### src/verilog/charger_ctrl_pkg.sv
// Purpose: shared constants for the charger mode select and timer logic
// Assumes: 25 MHz system clock, slow timebase derived at 131 kHz
// Notes: durations are kept in their own units, tick counts derived from them
package charger_ctrl_pkg;

    // clock rates
    localparam longint unsigned SYS_CLK_HZ = 64'd25_000_000;
    localparam longint unsigned SLOW_CLK_HZ = 64'd131_000;
    // system clocks per slow tick, rounded down so the tick never runs slow
    localparam logic [7:0] SLOW_DIV = 8'(SYS_CLK_HZ / SLOW_CLK_HZ);

    // timer widths
    localparam int TIMER_W = 34;

    // durations in their printed units
    localparam longint unsigned WATCHDOG_SEC = 64'd40;
    localparam longint unsigned SAFETY_NOM_HOURS = 64'd20;
    localparam longint unsigned SAFETY_MIN_HOURS = 64'd16;
    localparam longint unsigned PRECHARGE_MIN = 64'd60;

    // durations as slow ticks
    localparam longint unsigned WATCHDOG_TICKS_DEF = WATCHDOG_SEC * SLOW_CLK_HZ;
    localparam longint unsigned SAFETY_TICKS_DEF = SAFETY_NOM_HOURS * 64'd3600 * SLOW_CLK_HZ;
    localparam longint unsigned SAFETY_MIN_TICKS = SAFETY_MIN_HOURS * 64'd3600 * SLOW_CLK_HZ;
    localparam longint unsigned PRECHARGE_TICKS_DEF = PRECHARGE_MIN * 64'd60 * SLOW_CLK_HZ;

    // timer control word layout
    localparam int WD_FIELD_LO = 4;
    localparam int SAFETY_FIELD_LO = 1;
    localparam logic [1:0] FIELD_OFF = 2'h0;
    localparam logic [1:0] WD_SEL_40S = 2'h1;
    localparam logic [1:0] WD_SEL_B = 2'h2;
    localparam logic [1:0] WD_SEL_C = 2'h3;
    localparam logic [1:0] SAFETY_SEL_A = 2'h1;
    localparam logic [1:0] SAFETY_SEL_B = 2'h2;
    localparam logic [1:0] SAFETY_SEL_20H = 2'h3;

    // reset values
    localparam logic [2:0] VOLT_RESET = 3'h0;
    localparam logic [3:0] CURR_RESET = 4'h0;

    typedef enum {
        ST_WAIT_INPUT,
        ST_SAMPLE,
        ST_IDLE,
        ST_PRECHARGE,
        ST_FAST,
        ST_DONE,
        ST_FAULT
    } charge_state_e;

endpackage : charger_ctrl_pkg

### src/verilog/charger_mode_select_timers.sv
// Purpose: mode strap sampling, charge parameter selection and charge timers
// Assumes: all inputs synchronous to sys_clk; analog codes settle before input_ready
// Notes: timers run from a slow tick derived from sys_clk
//
// Contract
// after input start-up, sample mode strap before applying charge parameters
// strap high selects host-control mode
// strap grounded through resistor selects standalone mode
// host-control mode takes voltage and current from host-written registers
// standalone mode takes voltage and current from strap and current-set resistors
// watchdog field bits 5:4 equal 01 gives 40 second watchdog
// safety field bits 2:1 equal 11 gives 20 hour safety timer
// precharge not passed within 60 minutes ends cycle with timeout fault
// termination not reached before safety expiry stops cycle with timeout fault
// all timers are counters of the slow oscillator tick
module charger_mode_select_timers
    import charger_ctrl_pkg::*;
#(
    parameter logic [TIMER_W-1:0] WATCHDOG_TICKS = TIMER_W'(WATCHDOG_TICKS_DEF),
    parameter logic [TIMER_W-1:0] WATCHDOG_B_TICKS = TIMER_W'(2 * WATCHDOG_TICKS_DEF),
    parameter logic [TIMER_W-1:0] WATCHDOG_C_TICKS = TIMER_W'(4 * WATCHDOG_TICKS_DEF),
    parameter logic [TIMER_W-1:0] SAFETY_TICKS = TIMER_W'(SAFETY_TICKS_DEF),
    parameter logic [TIMER_W-1:0] SAFETY_A_TICKS = TIMER_W'(SAFETY_TICKS_DEF / 4),
    parameter logic [TIMER_W-1:0] SAFETY_B_TICKS = TIMER_W'(SAFETY_TICKS_DEF / 2),
    parameter logic [TIMER_W-1:0] PRECHARGE_TICKS = TIMER_W'(PRECHARGE_TICKS_DEF)
) (
    input wire logic sys_clk,
    input wire logic reset,
    input wire logic input_ready,
    input wire logic mode_strap_pin,
    input wire logic [2:0] strap_voltage_code,
    input wire logic [3:0] current_set_code,
    input wire logic [2:0] host_voltage_code,
    input wire logic [3:0] host_current_code,
    input wire logic [7:0] timer_control,
    input wire logic watchdog_kick,
    input wire logic charge_enable,
    input wire logic below_precharge,
    input wire logic termination_reached,
    output logic mode_valid,
    output logic host_mode,
    output logic [2:0] charge_voltage_target,
    output logic [3:0] fast_charge_current,
    output logic charging,
    output logic precharge_active,
    output logic charge_done,
    output logic precharge_timeout,
    output logic safety_timeout,
    output logic watchdog_expired
);

    // watchdog period from its two-bit field
    function automatic logic [TIMER_W-1:0] watchdog_limit(input logic [1:0] sel);
        case (sel)
            WD_SEL_40S: watchdog_limit = WATCHDOG_TICKS;
            WD_SEL_B: watchdog_limit = WATCHDOG_B_TICKS;
            WD_SEL_C: watchdog_limit = WATCHDOG_C_TICKS;
            default: watchdog_limit = '0;
        endcase
    endfunction : watchdog_limit

    // safety duration from its two-bit field
    function automatic logic [TIMER_W-1:0] safety_limit(input logic [1:0] sel);
        case (sel)
            SAFETY_SEL_20H: safety_limit = SAFETY_TICKS;
            SAFETY_SEL_A: safety_limit = SAFETY_A_TICKS;
            SAFETY_SEL_B: safety_limit = SAFETY_B_TICKS;
            default: safety_limit = '0;
        endcase
    endfunction : safety_limit

    charge_state_e state;
    charge_state_e next_state;
    logic [7:0] div_count;
    logic [7:0] next_div_count;
    logic slow_tick;
    logic next_slow_tick;
    logic next_mode_valid;
    logic next_host_mode;
    logic [2:0] next_charge_voltage_target;
    logic [3:0] next_fast_charge_current;
    logic next_charging;
    logic next_precharge_active;
    logic next_charge_done;
    logic next_precharge_timeout;
    logic next_safety_timeout;
    logic next_watchdog_expired;
    logic pre_expired;
    logic safety_expired;
    logic wd_expired;
    logic wd_expired_prev;
    logic next_wd_expired_prev;
    logic in_cycle;

    // slow timebase: one tick per slow oscillator period
    always_comb begin
        next_div_count = div_count + 8'h01;
        next_slow_tick = 1'b0;
        if (div_count >= SLOW_DIV - 8'h01) begin
            next_div_count = 8'h00;
            next_slow_tick = 1'b1;
        end
    end

    always_ff @(posedge sys_clk or posedge reset) begin
        if (reset) begin
            div_count <= 8'h00;
            slow_tick <= 1'b0;
        end else begin
            div_count <= next_div_count;
            slow_tick <= next_slow_tick;
        end
    end

    assign in_cycle = (state == ST_PRECHARGE) || (state == ST_FAST);

    // precharge timer only runs while below the precharge threshold
    slow_timer #(
        .W(TIMER_W)
    ) u_pre_timer (
        .sys_clk(sys_clk),
        .reset(reset),
        .tick(slow_tick),
        .run(state == ST_PRECHARGE),
        .clear(1'b0),
        .limit(PRECHARGE_TICKS),
        .expired(pre_expired)
    );

    // safety timer spans the whole charge cycle
    slow_timer #(
        .W(TIMER_W)
    ) u_safety_timer (
        .sys_clk(sys_clk),
        .reset(reset),
        .tick(slow_tick),
        .run(in_cycle),
        .clear(1'b0),
        .limit(safety_limit(timer_control[SAFETY_FIELD_LO +: 2])),
        .expired(safety_expired)
    );

    // watchdog only matters when a host is present
    slow_timer #(
        .W(TIMER_W)
    ) u_watchdog_timer (
        .sys_clk(sys_clk),
        .reset(reset),
        .tick(slow_tick),
        .run(mode_valid && host_mode),
        .clear(watchdog_kick),
        .limit(watchdog_limit(timer_control[WD_FIELD_LO +: 2])),
        .expired(wd_expired)
    );

    // mode sampling, parameter selection and charge cycle sequencing
    always_comb begin
        next_state = state;
        next_mode_valid = mode_valid;
        next_host_mode = host_mode;
        next_charge_voltage_target = charge_voltage_target;
        next_fast_charge_current = fast_charge_current;
        next_precharge_timeout = precharge_timeout;
        next_safety_timeout = safety_timeout;
        // set on the expiry edge only, so a later kick clears it; a kick in that cycle loses
        next_wd_expired_prev = wd_expired;
        next_watchdog_expired = (wd_expired && !wd_expired_prev)
            || (watchdog_expired && !watchdog_kick);
        case (state)
            ST_WAIT_INPUT: begin
                next_mode_valid = 1'b0;
                if (input_ready) begin
                    next_state = ST_SAMPLE;
                end
            end
            ST_SAMPLE: begin
                // strap caught once per start-up, never during reset
                next_host_mode = mode_strap_pin;
                next_mode_valid = 1'b1;
                next_precharge_timeout = 1'b0;
                next_safety_timeout = 1'b0;
                next_state = ST_IDLE;
            end
            ST_IDLE: begin
                if (charge_enable) begin
                    next_state = below_precharge ? ST_PRECHARGE : ST_FAST;
                end
            end
            ST_PRECHARGE: begin
                if (pre_expired) begin
                    next_precharge_timeout = 1'b1;
                    next_state = ST_FAULT;
                end else if (safety_expired) begin
                    next_safety_timeout = 1'b1;
                    next_state = ST_FAULT;
                end else if (!charge_enable) begin
                    next_state = ST_IDLE;
                end else if (!below_precharge) begin
                    next_state = ST_FAST;
                end
            end
            ST_FAST: begin
                if (termination_reached) begin
                    next_state = ST_DONE;
                end else if (safety_expired) begin
                    next_safety_timeout = 1'b1;
                    next_state = ST_FAULT;
                end else if (!charge_enable) begin
                    next_state = ST_IDLE;
                end
            end
            ST_DONE: begin
                // a new cycle needs the enable to go away first
                if (!charge_enable) begin
                    next_state = ST_IDLE;
                end
            end
            ST_FAULT: begin
                // a timeout fault clears only with a fresh input start-up
                next_state = ST_FAULT;
            end
            default: begin
                next_state = ST_WAIT_INPUT;
            end
        endcase
        // losing the input restarts everything but the watchdog_expired flag from mode sampling
        if (!input_ready) begin
            next_state = ST_WAIT_INPUT;
            next_mode_valid = 1'b0;
        end
        // parameters follow their source only once the mode is known
        if (next_mode_valid) begin
            if (next_host_mode) begin
                next_charge_voltage_target = host_voltage_code;
                next_fast_charge_current = host_current_code;
            end else begin
                next_charge_voltage_target = strap_voltage_code;
                next_fast_charge_current = current_set_code;
            end
        end else begin
            next_charge_voltage_target = VOLT_RESET;
            next_fast_charge_current = CURR_RESET;
        end
        next_charging = (next_state == ST_PRECHARGE) || (next_state == ST_FAST);
        next_precharge_active = next_state == ST_PRECHARGE;
        next_charge_done = next_state == ST_DONE;
    end

    always_ff @(posedge sys_clk or posedge reset) begin
        if (reset) begin
            state <= ST_WAIT_INPUT;
            mode_valid <= 1'b0;
            host_mode <= 1'b0;
            charge_voltage_target <= VOLT_RESET;
            fast_charge_current <= CURR_RESET;
            charging <= 1'b0;
            precharge_active <= 1'b0;
            charge_done <= 1'b0;
            precharge_timeout <= 1'b0;
            safety_timeout <= 1'b0;
            watchdog_expired <= 1'b0;
            wd_expired_prev <= 1'b0;
        end else begin
            state <= next_state;
            mode_valid <= next_mode_valid;
            host_mode <= next_host_mode;
            charge_voltage_target <= next_charge_voltage_target;
            fast_charge_current <= next_fast_charge_current;
            charging <= next_charging;
            precharge_active <= next_precharge_active;
            charge_done <= next_charge_done;
            precharge_timeout <= next_precharge_timeout;
            safety_timeout <= next_safety_timeout;
            watchdog_expired <= next_watchdog_expired;
            wd_expired_prev <= next_wd_expired_prev;
        end
    end

endmodule : charger_mode_select_timers

### src/verilog/slow_timer.sv
// Purpose: one timeout counter advanced by the slow timebase tick
// Assumes: tick is a one-cycle pulse, limit of zero means disabled
// Notes: expired holds until clear or run drops
module slow_timer
    import charger_ctrl_pkg::*;
#(
    parameter int W = TIMER_W
) (
    input wire logic sys_clk,
    input wire logic reset,
    input wire logic tick,
    input wire logic run,
    input wire logic clear,
    input wire logic [W-1:0] limit,
    output logic expired
);

    logic [W-1:0] count;
    logic [W-1:0] next_count;
    logic next_expired;

    // count slow ticks while running, stop at the limit
    always_comb begin
        next_count = count;
        next_expired = expired;
        if (clear || !run) begin
            next_count = '0;
            next_expired = 1'b0;
        end else if (tick && !expired && limit != '0) begin
            next_count = count + W'(1);
            if (next_count >= limit) begin
                next_expired = 1'b1;
            end
        end
    end

    always_ff @(posedge sys_clk or posedge reset) begin
        if (reset) begin
            count <= '0;
            expired <= 1'b0;
        end else begin
            count <= next_count;
            expired <= next_expired;
        end
    end

endmodule : slow_timer
### config.mk
export PLATFORM = sky130hd
export DESIGN_NAME = charger_mode_select_timers
export DESIGN_NICKNAME = d
export VERILOG_FILES = /design/src/verilog/charger_ctrl_pkg.sv /design/src/verilog/charger_mode_select_timers.sv /design/src/verilog/slow_timer.sv
export SDC_FILE = /design/constraint.sdc
export NUM_CORES = 1
export LEC_CHECK = 0
export BUFFER_PORTS_ARGS = -buffer_cell sky130_fd_sc_hd__buf_4
export CORE_MARGIN = 3
export CORE_UTILIZATION = 55
export DETAILED_ROUTE_END_ITERATION = 10
export HOLD_SLACK_MARGIN = 0.1
export PLACE_DENSITY = 0.74
export SETUP_SLACK_MARGIN = 0.15
export SYNTH_ARGS = -nofsm -noshare
export SYNTH_HDL_FRONTEND = slang
export SYNTH_SLANG_ARGS = --single-unit
### constraint.sdc
create_clock -name sys_clk -period 8.2 [get_ports sys_clk]
set_clock_uncertainty 0.2 [all_clocks]
set_input_delay 1.64 -clock sys_clk [delete_from_list [all_inputs] [get_ports sys_clk]]
set_output_delay 1.64 -clock sys_clk [all_outputs]
set_load 0.01 [all_outputs]
==> results of run 1 <==
[cell type report]
type / count / area [um^2]
flip-flops and latches: 162 / 4050
multi-input cells: 879 / 5620
inverters: 35 / 136
clock inverters: 14 / 105
well taps: 225 / 282
clock buffers: 18 / 429
repair buffers: 45 / 338
fillers: 1497 / 6460
[flip-flops by register name (all words and copies together) (netlist names), 3 cells and up]
name	flops
u_safety_timer.count	34
fast_charge_current	4
div_count	8
charge_voltage_target	3
u_watchdog_timer.count	34
u_pre_timer.count	34
state	32
[through the flow]
stage / hold WS (ps) / utilization [%]
4_1_cts: 235 / 62.9
2_1_floorplan: 195 / -
3_5_place_dp: 221 / 59.9
6_report: 232 / 62.9
5_1_grt: 249 / 62.9
3_3_place_gp: 214 / 59.9
[path summary, 6_finish.rpt]
check | slack [ps] | depth (start not counted) | from | to
setup / recovery | 4060 | 14 | u_safety_timer.count[5]$_DFFE_PP0P_ | u_safety_timer.expired$_DFFE_PP0P_
hold reg to reg | 230 | 0 | u_watchdog_timer.expired$_DFFE_PP0P_ | wd_expired_prev$_DFF_PP0_
hold / removal | 230 | 0 | u_watchdog_timer.expired$_DFFE_PP0P_ | wd_expired_prev$_DFF_PP0_
max in group asynchronous | 5160 | 3 | reset | u_watchdog_timer.count[25]$_DFFE_PP0P_
setup reg to reg | 4060 | 14 | u_safety_timer.count[5]$_DFFE_PP0P_ | u_safety_timer.expired$_DFFE_PP0P_
min in group asynchronous | 1130 | 2 | reset | u_safety_timer.count[17]$_DFFE_PP0P_
[cell families (layout without fill, tap and decap cells)]
group	after synthesis	count (layout)	share of synthesized area (%)
muxes	17	17	1.80
other	1	29	0.0380
AOI/OAI and AO/OA	122	122	7.63
adders and majority gates	59	59	7.49
buffers and inverters	79	112	3.08
and+or+nand+nor	504	504	25.7
xor gates and xnor gates	148	148	13.1
DFF	162	162	41.1
[report_power, final]
part / switching, mW / internal [mW] / leakage, nW
Clock: 0.345 / 0.391 / 0.256
Combinational: 0.0400 / 0.0219 / 2.27
Sequential: 0.00228 / 0.806 / 2.18
Total: 0.387 / 1.22 / 4.71
[worst reg2reg max path, delay by kind of cell (launching register included)]
family,cells,cell delay [ps]
simple gates,5,1830
mux,1,120
xor+xnor,1,180
compound gates,6,880
flops,1,490
fa+ha+maj,1,320
[per-layer routing]
metal / global-route usage [%] / routed length (um)
met1: 30.2 / 9800
met2: 34.9 / 9600
met3: 3.89 / 618
met4: 7.65 / 489
met5: 0 / 0
[cell usage in the layout, fill, tap and decap left out, types with 3 or more instances in the layout]
cell,netlist,routed
clkbuf_16,0,17
and3_1,20,20
inv_1,35,34
nor3b_1,6,5
o21a_1,5,5
nor2b_1,11,11
and2_1,11,11
nand4_1,43,43
nand2_1,103,103
o21bai_1,3,3
nand2b_1,7,7
or3b_2,3,3
mux2_2,3,3
o21ai_0,33,33
or3_1,19,19
a21o_1,6,6
xor2_1,87,87
nor4b_1,3,3
clkinv_2,0,4
xnor2_1,61,61
a31oi_1,7,7
nand4b_1,3,3
nor3_1,19,19
ha_1,59,59
dfrtp_1,162,162
nor2_1,149,149
nand3_1,62,62
nor4_1,14,14
inv_6,0,6
a211oi_1,4,4
conb_1,1,29
clkinvlp_4,0,4
a221o_1,3,3
o22ai_1,5,5
o211ai_1,5,5
mux2i_1,13,13
and4_1,13,13
buf_4,0,45
a21oi_1,36,36
==> results.cfg, run 1 <==
[outcome]
status = completed

[yosys]
syn_inst = 1092
yosysWarnings = 0
synth_most_common_cell = dfrtp_1
yosys-top-cells-count = dfrtp_1, nor2_1, nand2_1
synthArstFlopShare_pct = 100
synth_area_um2 = 9860
synth_top_flop_cell = dfrtp_1
ys_ff_latch = 162
synth_top_area_share_pct = 41.1
synthDistinctLibCells = 63
avgSynthCellArea_um2 = 9.03
synth_area_leaders = dfrtp_1, xor2_1, ha_1
synth-edff-count = 0
synth_area_leader_cell = dfrtp_1
seq_area_frac_synth_pct = 41.1

[clock_tree]
cts_resized = 0
holdBufCountCts = 0
cts_root_buf = clkbuf_16
cts_buffers = 17
insertion_delay_ps = 430
clk_pin_slew_worst_paths_ps = 70
cts_buffer_depth = 2
cts-htree-levels = 4
cts_setup_buffers = 0
cts_sinks = 162
cts_tree = done

[pwr]
p_leak_nw = 4.71
powerDensity_nw_per_um2 = 147
peakVddDrop_mv = 0.135
finalPower_mw = 1.61

[floorplanning]
start_util_pct = 56.6
num_io_pins = 45
dieHeight_um = 140
rows = 48
core_area_um2 = 17400
die_x_um = 140
die-area_um2 = 19600

[grt]
grt-ovfl-total = 0
grt_pass1_vias = 7412
grt_pass1_wl_um = 35500
grt_max_degree = 83
antenna_found_initial = 0
grt_usage_pct = 21.8

[job]
max_cap_violations = 0

[worst_setup_path]
worstSetupStartpointType = flop
cp.required_ps = 8300
cp-end-kind = flop
worstPathArrival_ps = 4230
cp_slowest_cell = or4_1
crit_type = flop to flop
path_cells = nand4_1 > or3_4 > nor3_1 > nand3_1 > or4_1 > xnor2_1 > ha_1 > a21o_1 > a21oi_1 > o21ai_0 > mux2i_1 > o21ai_0 > a211oi_1 > a211oi_1
crit_family = simple AND/OR/NAND/NOR gates
cp_slowest_stage_delay_ps = 570
path_max_fanout = 8
path_buf_inv = 0

[sta]
maxSlewViolCount = 0
rsz0062_at_grt = no
setup_ws_ps = 4060
slew_headroom_pct = 33.1
finalSetupViolations = 0
fmax_mhz = 242
tightestPinTransition_ps = 1000
fin_crit_ps = 4140
setup_tns_ps = 0
finalCritPeriodShare_pct = 50.5
hold_violations = 0

[route]
drt-initial-drc-count = 525
wl_per_cell_um = 14.9
dr.pass1.iters = 5
drc = 0
num_vias = 7668
via_per_inst = 5.56
ant_nets = 0
routed_wl_um = 20500

[finish]
area_growth_syn_to_layout_pct = 11.2
antenna_cells = 0
drive_gt1_share_pct = 8.50
fin_cells = 1378
fin_nets = 1229
final_area_um2 = 11000

[placement]
dp_hpwl_um = 14300
dp_slack_ps = 3960
dp_cells = 1346
io_buffers = 40
gp_congestion = 0.956
placed_area_um2 = 10400

[hold_path]
hp-class = flop to flop
Power figures use the tool's default switching activity.
==> inputs of run 2 (changes only) <==
ABC_AREA = 1   (was not set)
clock period = 4.2 ns   (was 8.2 ns; I/O delays follow)
==> run 2 against run 1 <==
Compared with the run above: clock power grew 130%; total power rose by 110%; routed wire length grew 25%; sequential power rose by 95%; largest power group is now the clock network; cell area up 7.7%; area after synthesis rose by 6.5%; non-clock buffer count is 1 higher; die area is 6.2% higher.
==> results.cfg, run 2 <==
[outcome]
status = completed

[yosys]
synth_area_leaders = dfrtp_1, nand2_1, inv_1
synth_top_family_by_area = simple AND/OR/NAND/NOR gates
synthAdderAreaFrac_pct = 7.03
syn_inst = 1453
synthArstFlopShare_pct = 100
avgSynthCellArea_um2 = 7.23
synth_top_flop_cell = dfrtp_1
seq_area_frac_synth_pct = 38.6
synth_top_area_share_pct = 38.6
synth_mux_area_share_pct = 0
synth_area_um2 = 10500
synthDistinctLibCells = 40
synth_compound_area_share_pct = 10.3
yosys.area_share.xor_xnor_pct = 4.25
synth_most_common_cell = nand2_1
synth-simple-area-share_pct = 31.1
synth-edff-count = 0
synth_area_leader_cell = dfrtp_1
yosys-top-cells-count = nand2_1, inv_1, nor2_1
yosysWarnings = 0
ys_ff_latch = 162

[route]
ant_nets = 0
routed_wl_um = 25700
via_per_inst = 5.42
drc = 0
dr.pass1.iters = 6
num_vias = 9599
drt-initial-drc-count = 782
wl_per_cell_um = 14.5

[placement]
dp_cells = 1738
dp_slack_ps = 621
gp_congestion = 0.923
dp_hpwl_um = 18700
io_buffers = 40

[sta]
finalCritPeriodShare_pct = 84.4
tightestPinTransition_ps = 823
setup_ws_ps = 656
slew_headroom_pct = 45.0
setup_tns_ps = 0
fmax_mhz = 282
fin_crit_ps = 3540
maxSlewViolCount = 0
hold_violations = 0
finalSetupViolations = 0
rsz0062_at_grt = no

[worst_setup_path]
path_cells = ha_1 > nand2_1 > nor2_1 > nand2_1 > nor2_4 > nand4_1 > nor2_1 > xor2_1 > inv_1 > ha_1 > nand2_1 > nor2_1 > nand2_1 > nor2_1 > nand4_1 > nor2_1 > nand3_1 > nand2_1 > a21oi_1 > nand2_1 > nand2_1 > nand2_1
reg2reg_slack_ps = 660
worstRegToRegCells = 22
cpMostUsedCell = nand2_1
worstSetupStartpointType = flop
crit_type = flop to flop
worstPathArrival_ps = 3740
r2r-start = u_safety_timer.count[1]$_DFFE_PP0P_
cp-end-kind = flop
reg2reg_to = u_safety_timer.expired$_DFFE_PP0P_
cp_slowest_cell = dfrtp_1
path_max_fanout = 7
cp_slowest_stage_delay_ps = 460
cp.required_ps = 4390

[clock_tree]
insertion_delay_ps = 460
cts_setup_buffers = 0
cts_tree = done
cts_buffers = 17
holdBufCountCts = 0
cts-htree-levels = 4
cts_buffer_depth = 2
clk_pin_slew_worst_paths_ps = 80
cts_sinks = 162
cts_root_buf = clkbuf_16

[floorplanning]
die_x_um = 144
num_io_pins = 45
dieHeight_um = 144
start_util_pct = 57.3
die-area_um2 = 20800
core_area_um2 = 18300
rows = 49

[finish]
drive_gt1_share_pct = 7.92
antenna_cells = 0
fin_cells = 1770
area_growth_syn_to_layout_pct = 12.4
final_cell_mix = nand2_1, inv_1, nor2_1
reg_top3 = u_pre_timer.count (34), u_safety_timer.count (34), u_watchdog_timer.count (34)
layout_commonest_cell = nand2_1
fillers = 1612
fin_nets = 1617

[pwr]
clkPwrFrac_pct = 49.3
power_switching_share_pct = 27.2
p_switching_mw = 0.916
finalPower_mw = 3.36
p_leak_nw = 5.62
peakVddDrop_mv = 0.267
intPower_mw = 2.45
powerDensity_nw_per_um2 = 285
pwr-share-seq_pct = 46.9
p_comb_share_pct = 3.9

[grt]
grt_pass1_wl_um = 43400
grt-ovfl-total = 0
antenna_found_initial = 0
grt_max_degree = 95
grt_pass1_vias = 9333
grt_usage_pct = 25.9

[hold_path]
hold_path_depth = 0
hp-start = u_watchdog_timer.expired$_DFFE_PP0P_
min_to = wd_expired_prev$_DFF_PP0_
hp-class = flop to flop

[job]
max_cap_violations = 0
run 2: cell count changes after synthesis, moves of 29 or more:
| cell | change |
|---|---|
| inv_1 | +174 |
| nand2_1 | +300 |
| nand3_1 | +30 |
| xor2_1 | -39 |
| xnor2_1 | -58 |
| nor2_1 | +58 |
| o22ai_1 | +36 |
| clkbuf_1 | -29 |
run 2: final cells by class:
| type | instances | area, um^2 | share of cell area (%) |
|---|---|---|---|
| timing repair buffer | 46 | 358 | 3.03 |
| sequential | 162 | 4060 | 34.4 |
| tap | 229 | 287 | 2.43 |
| multi-input combinational | 1085 | 5650 | 47.8 |
| clock buffer | 17 | 425 | 3.60 |
| clock inverter | 15 | 216 | 1.83 |
| inverter | 216 | 817 | 6.92 |
run 2: worst max-delay path by stage:
stage / start / cells after the start / end / slack, ps
2_1_floorplan: reset / 1 / charge_done$_DFF_PP0_ / 1100
3_3_place_gp: u_safety_timer.count[0]$_DFFE_PP0P_ / 22 / u_safety_timer.expired$_DFFE_PP0P_ / 620
3_5_place_dp: u_safety_timer.count[0]$_DFFE_PP0P_ / 22 / u_safety_timer.expired$_DFFE_PP0P_ / 620
4_1_cts: u_safety_timer.count[0]$_DFFE_PP0P_ / 22 / u_safety_timer.expired$_DFFE_PP0P_ / 590
5_1_grt: u_safety_timer.count[1]$_DFFE_PP0P_ / 22 / u_safety_timer.expired$_DFFE_PP0P_ / 220
6_report: u_safety_timer.count[1]$_DFFE_PP0P_ / 22 / u_safety_timer.expired$_DFFE_PP0P_ / 660
run 2: critical path, delay by kind of cell (launching register included):
kind / cells / cell delay [ps]
flops: 1 / 460
compound gates: 1 / 60
buf+inv: 1 / 70
xor+xnor: 1 / 230
fa+ha+maj: 2 / 490
simple gates: 17 / 1940
run 2: kinds of logic (layout without fill, tap and decap cells):
kind of cell	Yosys count	in the layout
AO/OA/AOI/OAI	165	165
XOR/XNOR	51	51
flip-flops	162	162
AND/OR/NAND/NOR	781	781
adder cells (fa/ha/maj)	59	59
buffers and inverters	234	294
other	1	29
run 2: power by group through the flow:
stage | Clock (mW) | Combinational, mW | Sequential [mW]
final | 1.66 | 0.129 | 1.58
after global routing | 1.74 | 0.153 | 1.58
after CTS | 1.68 | 0.132 | 1.58
after detailed placement | 0 | 0.130 | 1.61
after global placement | 0 | 0.126 | 1.61
after floorplan | 0 | 0.0820 | 1.61
run 2: repair_timing:
item | 4_1_cts | 5_1_grt
endpoints found under the setup margin | 0 | 1
hold endpoints to repair | 0 | 0
gates resized for setup | 0 | 1
run 2: per-layer routing:
metal / wire length, um / part of all wire [%] / up-vias / track usage, %
li1: - / - / 4782 / -
met1: 11500 / 45 / 4461 / 34.8
met2: 12200 / 47 / 301 / 42.6
met3: 1430 / 5.6 / 55 / 4.50
met4: 553 / 2.2 / 0 / 8.93
met5: 0 / 0 / - / 0
run 2: stage by stage:
stage / cell area [um^2] / utilization [%] / hold slack (ps)
6_report: 11800 / 64.4 / 221
5_1_grt: 11800 / 64.4 / 238
4_1_cts: 11800 / 64.4 / 219
3_5_place_dp: 11200 / 60.9 / 194
3_3_place_gp: 11200 / 60.9 / 199
2_1_floorplan: 10600 / - / 174
